File: src/include/btag_defs.vh
// Constants for the branch target address generator of the core.
// Assumes the decoder presents one instruction per step, synchronous to clock.
// What this block does
// - With no branch, the counter advances by the fetched instruction's byte count.
// - Relative target is displacement plus start address of the following instruction.
// - Displacement is signed, bit 7 sign, sign-extended, reach -128 to +127.
// - Relative mode serves the short jump and every taken conditional branch.
// - Immediate mode loads the absolute target from the instruction into the counter.
// - Immediate targets reach the whole 64 KB space, no page limit.
// - Table call reads target from table 40H-7FH, entry from code bits 1-5.
// - Register-indirect jump loads the counter from the accumulator pair.
`ifndef BTAG_DEFS_VH
`define BTAG_DEFS_VH
`define BTAG_PC_RESET 16'h0000
`define BTAG_MODE_SEQ 5'h01
`define BTAG_MODE_REL 5'h02
`define BTAG_MODE_IMM 5'h04
`define BTAG_MODE_TBL 5'h08
`define BTAG_MODE_REG 5'h10
`define BTAG_TBL_BASE 16'h0040
`define BTAG_SEL_LSB 1
`define BTAG_SEL_MSB 5
`endif

File: src/logic/btag_branch_target.v
// Next-instruction address generation: sequential, relative, immediate,
// table-indirect and register-indirect. Assumes the decoder raises step for one
// cycle per executed instruction, and, for table calls, first fetches the entry
// itself via tbl_addr and presents it on tbl_data with tbl_valid.
// A step that lands during a table wait is dropped with no indication.
`timescale 1ns/1ns
`include "btag_defs.vh"
module btag_branch_target #(
  parameter AW = 16
) (
  input wire clock,
  input wire rst_n,
  input wire step,
  input wire [4:0] mode,
  input wire [2:0] instr_len,
  input wire [7:0] branch_displacement,
  input wire [AW-1:0] imm_target,
  input wire [7:0] instr_code,
  input wire [AW-1:0] tbl_data,
  input wire tbl_valid,
  input wire [AW-1:0] accumulator_pair,
  output reg [AW-1:0] tbl_addr,
  output wire busy,
  output reg [AW-1:0] pc,
  output reg pc_loaded
);
  // One-hot states for the table fetch wait
  localparam ST_IDLE = 2'h1;
  localparam ST_TBL = 2'h2;

  // Next values, decoded request and derived addresses
  reg [1:0] state;
  reg [1:0] next_state;
  reg [AW-1:0] next_pc;
  reg next_loaded;
  reg [AW-1:0] next_tbl_addr;
  wire idle;
  wire take;
  wire sel_rel;
  wire sel_imm;
  wire sel_tbl;
  wire sel_reg;
  wire branch_load;
  wire [AW-1:0] seq_pc;
  wire [AW-1:0] disp_ext;
  wire [AW-1:0] rel_pc;
  wire [AW-1:0] entry_addr;

  // Modular add; the truncation is what makes the counter wrap
  function [AW-1:0] btag_add;
    input [AW-1:0] a;
    input [AW-1:0] b;
    begin
      btag_add = a + b;
    end
  endfunction

  // Two's complement widening of the displacement
  function [AW-1:0] btag_sext;
    input [7:0] d;
    begin
      btag_sext = {{(AW-8){d[7]}}, d};
    end
  endfunction

  // Byte address of a table entry; each entry is one 16-bit word
  function [AW-1:0] btag_entry;
    input [7:0] code;
    begin
      btag_entry = `BTAG_TBL_BASE | {{(AW-6){1'h0}}, code[`BTAG_SEL_MSB:`BTAG_SEL_LSB], 1'h0};
    end
  endfunction

  // Mode match against one one-hot code
  function btag_mode_is;
    input [4:0] m;
    input [4:0] code;
    begin
      btag_mode_is = (m == code);
    end
  endfunction

  // Requests count only while idle; a step during the table wait is lost
  assign idle = (state == ST_IDLE);
  assign take = step & idle;
  assign busy = (state == ST_TBL);

  // Mode decode shared by the load flag, wait state and table address
  assign sel_rel = btag_mode_is(mode, `BTAG_MODE_REL);
  assign sel_imm = btag_mode_is(mode, `BTAG_MODE_IMM);
  assign sel_tbl = btag_mode_is(mode, `BTAG_MODE_TBL);
  assign sel_reg = btag_mode_is(mode, `BTAG_MODE_REG);
  assign branch_load = sel_rel | sel_imm | sel_reg;

  // Start of the following instruction, shared by sequential and relative paths
  assign seq_pc = btag_add(pc, {{(AW-3){1'h0}}, instr_len});
  // Backward branches depend on the sign extension
  assign disp_ext = btag_sext(branch_displacement);
  assign rel_pc = btag_add(seq_pc, disp_ext);
  // Entry address from opcode bits 5:1
  assign entry_addr = btag_entry(instr_code);

  // Table wait entry and exit
  always @* begin
    next_state = state;
    case (state)
      ST_IDLE: begin
        if (take && sel_tbl) begin
          next_state = ST_TBL;
        end
      end
      ST_TBL: begin
        if (tbl_valid) begin
          next_state = ST_IDLE;
        end
      end
      default: begin
        next_state = ST_IDLE;
      end
    endcase
  end

  // Next address; carries out of bit 15 are simply lost
  always @* begin
    next_pc = pc;
    case (state)
      ST_IDLE: begin
        if (take) begin
          case (mode)
            `BTAG_MODE_SEQ: begin
              next_pc = seq_pc;
            end
            `BTAG_MODE_REL: begin
              next_pc = rel_pc;
            end
            `BTAG_MODE_IMM: begin
              next_pc = imm_target;
            end
            `BTAG_MODE_TBL: begin
              next_pc = pc; // Held until the table word arrives
            end
            `BTAG_MODE_REG: begin
              next_pc = accumulator_pair;
            end
            default: begin
              next_pc = seq_pc; // Unknown code taken as a plain step
            end
          endcase
        end
      end
      ST_TBL: begin
        // Steps are ignored until the table word arrives
        if (tbl_valid) begin
          next_pc = tbl_data;
        end
      end
      default: begin
        next_pc = pc;
      end
    endcase
  end

  // Load pulse for every branch that replaces the counter
  always @* begin
    next_loaded = 1'h0;
    case (state)
      ST_IDLE: begin
        next_loaded = take & branch_load;
      end
      ST_TBL: begin
        next_loaded = tbl_valid;
      end
      default: begin
        next_loaded = 1'h0;
      end
    endcase
  end

  // Entry address latched at the table step, so the decoder may move on
  always @* begin
    next_tbl_addr = tbl_addr;
    if (take && sel_tbl) begin
      next_tbl_addr = entry_addr;
    end
  end

  // Program counter
  always @(posedge clock or negedge rst_n) begin
    if (!rst_n) begin
      pc <= `BTAG_PC_RESET;
    end else begin
      pc <= next_pc;
    end
  end

  // Table wait state
  always @(posedge clock or negedge rst_n) begin
    if (!rst_n) begin
      state <= ST_IDLE;
    end else begin
      state <= next_state;
    end
  end

  // Load pulse register
  always @(posedge clock or negedge rst_n) begin
    if (!rst_n) begin
      pc_loaded <= 1'h0;
    end else begin
      pc_loaded <= next_loaded;
    end
  end

  // Table entry address, reset to the table base, then holding the last entry address
  always @(posedge clock or negedge rst_n) begin
    if (!rst_n) begin
      tbl_addr <= `BTAG_TBL_BASE;
    end else begin
      tbl_addr <= next_tbl_addr;
    end
  end

endmodule // btag_branch_target

File: config.mk
export PLATFORM = sky130hd
export DESIGN_NAME = btag_branch_target
export DESIGN_NICKNAME = d
export VERILOG_FILES = /design/src/logic/btag_branch_target.v
export VERILOG_INCLUDE_DIRS = /design/src /design/src/include
export SDC_FILE = /design/constraint.sdc
export NUM_CORES = 1
export LEC_CHECK = 0
export BUFFER_PORTS_ARGS = -buffer_cell sky130_fd_sc_hd__buf_2
export CORE_MARGIN = 1.5
export CORE_UTILIZATION = 53
export CTS_CLUSTER_DIAMETER = 40
export CTS_CLUSTER_SIZE = 20
export DETAILED_ROUTE_END_ITERATION = 8
export PLACE_DENSITY = 0.9
export SLEW_MARGIN = 10
export SYNTH_ARGS = -nofsm -noshare
export SYNTH_HDL_FRONTEND = slang
export SYNTH_SLANG_ARGS = --single-unit
File: constraint.sdc
create_clock -name clock -period 9 [get_ports clock]
set_input_delay 0 -clock clock [delete_from_list [all_inputs] [get_ports clock]]
set_output_delay 0 -clock clock [all_outputs]
set_load 0.1 [all_outputs]
==> metrics.md <==
| Metric | Value |
|---|---|
| CP required | 9.19 ns |
| Met3 wire length | 612 um |
| Worst setup path class | flop to flop |
| Later-pin clock latency in the skew report | 0.27 ns |
| Clk sinks | 24 |
| Fmax achieved | 268 MHz |
| Synth Instances | 319 |
| Top sig layer | met4 |
| Crit Path Max Fanout | 7 |
| Detail Route Antenna Nets | 0 |
| Ant diodes | 0 |
| Setup TNS | 0 ns |
| Sequential area share after synthesis | 22.2% |
| Placer Congestion | 0.953 |
| Maximum vdd ir drop | 0.000271 V |
| Layout cell share with drive strength beyond 1 | 28.6% |
| Setup slack after placement | 5.43 ns |
| Nets | 511 |
| Vias in the first global route | 2660 |
| Most common cell after layout, fill and taps aside | buf_2 |
| Vias | 3000 |
| Post-synthesis register bit count | 24 |
| Hold Crit Depth | 3 |
| Status | complete, no violations |
| Die Wd | 74.5 um |
| Final Setup Violations | 0 |
| Wire length on met2 | 4.05 mm |
| Dpl hpwl | 6.11 mm |
| R2r startpoint | pc[0] |
| Slew of the pin with the lowest slew margin | 0.947 ns |
| Hold slack | 0.0115 ns |
| Hold endpoint | pc[7] |
| Hold buffers post-CTS | 6 |
| Final Max Slew Viols | 0 |
| RSZ-0062 raised after global routing | no |
| Critical path arrival | 3.91 ns |
| Power per cell area | 365 mW/mm2 |
| Hold Crit Start | tbl_data[7] |
| Top cell type's share of synthesized area | 21.3% |
| Remaining Overflow, GRT | 0 |
| Clock tree root buffer cell | clkbuf_8 |
| Htree depth | 1 |
| Startpoint Class | flop |
| Clock-pin slew on the worst setup and hold paths | 0.10 ns |
| Clk buf depth | 2 |
| Die Y | 74.5 um |
| Worst flop-to-flop path endpoint | pc[14] |
| Hold WC Path Type | input port to flop |
| TritonCTS clock tree | yes |
| Post-synth EDFFs | 0 |
| First-pass GRT wire length | 12.4 mm |
| Final WL | 8.27 mm |
| Drt via density | 6.26 |
| Final Hold Viols | 0 |
| Rel. slew slack | 36.5% |
| Top cells by area, synth | dfrtp_1 (21%), ha_1 (9.2%), a221o_1 (4.4%) |
| PostCTS Resize Cnt | 0 |
| Largest net degree at the start of global routing | 25 |
| Setup Buffers After CTS | 0 |
| Leakage | 1.59 nW |
| Final min period | 3.73 ns |
| DRT Pass-1 Iters | 5 |
| Fin util | 68.6% |
| Cell taking the most area after synthesis | dfrtp_1 |
| Initial Utilization | 56.2% |
| Worst Skew | 0.00675 ns |
| P&R area growth vs syn | 22.1% |
| Final period util | 41.4% |
| Worst setup margin | 5.27 ns |
| Reg2Reg Depth | 13 |
| All-Layer GR Usage | 29.1% |
| Met1 wire length | 3.49 mm |
| Syn. warnings | 0 |
| Top_reg_cell synth | dfrtp_1 |
| I/O Buffers | 95 |
| Post-synth ARST share | 100% |
| Commonest non-fill, non-tap cells in the layout | buf_2 (95), nand2_1 (23), dfrtp_1 (23) |
| Syn Area/Cell | 8.49 um2 |
| Core area | 0.00482 mm2 |
| Drt wl/cell | 17.3 um |
| MaxCap Viol Count | 0 |
| Critical Path Sink Type | flop |
| # IOs | 110 |
| Yosys cell types | 63 |
| Initial antenna violation count | 0 |
| Worst reg-to-reg setup slack | 5.27 ns |
| CTS Buf Count | 3 |
| DRC | 0 |
| Total die area | 0.00555 mm2 |
| Number of DRC markers in iteration 0 | 303 |
| Synthesized cell area | 0.00271 mm2 |
| Rows | 25 |
power by group:
| group | internal (W) | leakage [nW] | switching, W | total, W |
|---|---|---|---|---|
| clock network | 0.0000391 | 0.0288 | 0.0000384 | 0.0000776 |
| logic | 0.000274 | 1.27 | 0.000642 | 0.000916 |
| registers | 0.000151 | 0.295 | 0.0000612 | 0.000212 |
| total | 0.000464 | 1.59 | 0.000741 | 0.00121 |
how the worst max path moves through the flow:
| stage | start | depth (start not counted) | slack [ns] | end |
|---|---|---|---|---|
| 2_1_floorplan | pc[0] | 13 | 5.34 | pc[15] |
| 3_3_place_gp | pc[0] | 13 | 5.43 | pc[15] |
| 3_5_place_dp | pc[0] | 13 | 5.43 | pc[15] |
| 4_1_cts | pc[0] | 13 | 5.39 | pc[15] |
| 5_1_grt | pc[0] | 13 | 5.08 | pc[14] |
| 6_report | pc[0] | 13 | 5.27 | pc[14] |
state kept, by name (all words and copies together) (netlist names):
| name | flops |
|---|---|
| pc | 16 |
| pc_loaded | 1 |
| state | 2 |
| tbl_addr | 5 |
layer usage:
metal,vias to the layer above,GRT usage [%]
li1,1397,-
met4,0,9.90
met3,14,4.47
met5,-,0
met1,1451,38.9
met2,138,48.2
layout make-up:
type	instances	area [um2]
clock buffer	4	55.1
fill	407	1510
timing repair buffer	104	558
inverter	11	41.3
tap	67	83.8
sequential	24	602
multi-input combinational	269	1970
per-stage QoR:
stage	total power [W]	cell area (um2)	std cells
finish	0.00121	3310	479
global route	0.00128	3310	479
CTS	0.00119	3310	479
detailed placement	0.00111	3190	469
global placement	0.00108	3190	469
floorplan	0.000937	2740	328
synthesized netlist by cell type, drive strengths merged (5+ instances only):
cell type,number
a211oi,6
a21o,9
a21oi,22
a221o,12
buf,16
clkbuf,8
dfrtp,23
ha,20
inv,11
mux2,6
nand2,23
nand3,7
nand4,7
nor2,17
nor3,5
o21ai,27
o31ai,5
or3,5
xnor2,8
xor2,9
critical path, cell delays in order, from the launching register on:
cell      delay (ns)
dfrtp_1         0.42
ha_1            0.23
fa_1            0.41
a21oi_1         0.52
nor2_1          0.15
nand2_1         0.12
xnor2_1         0.09
ha_1            0.39
and3_1          0.25
nand3_1         0.10
a211oi_1        0.34
o211ai_1        0.19
and3b_1         0.20
o31ai_1         0.22
cell families after synthesis:
kind of cell	synth area share [%]
AOI/OAI and AO/OA	31.2
and+or+nand+nor	18.7
buffers and inverters	6.61
DFF	22.2
adders and majority gates	10.7
xor gates and xnor gates	6.33
muxes	3.97
other	0.277
Power figures use the tool's default switching activity.
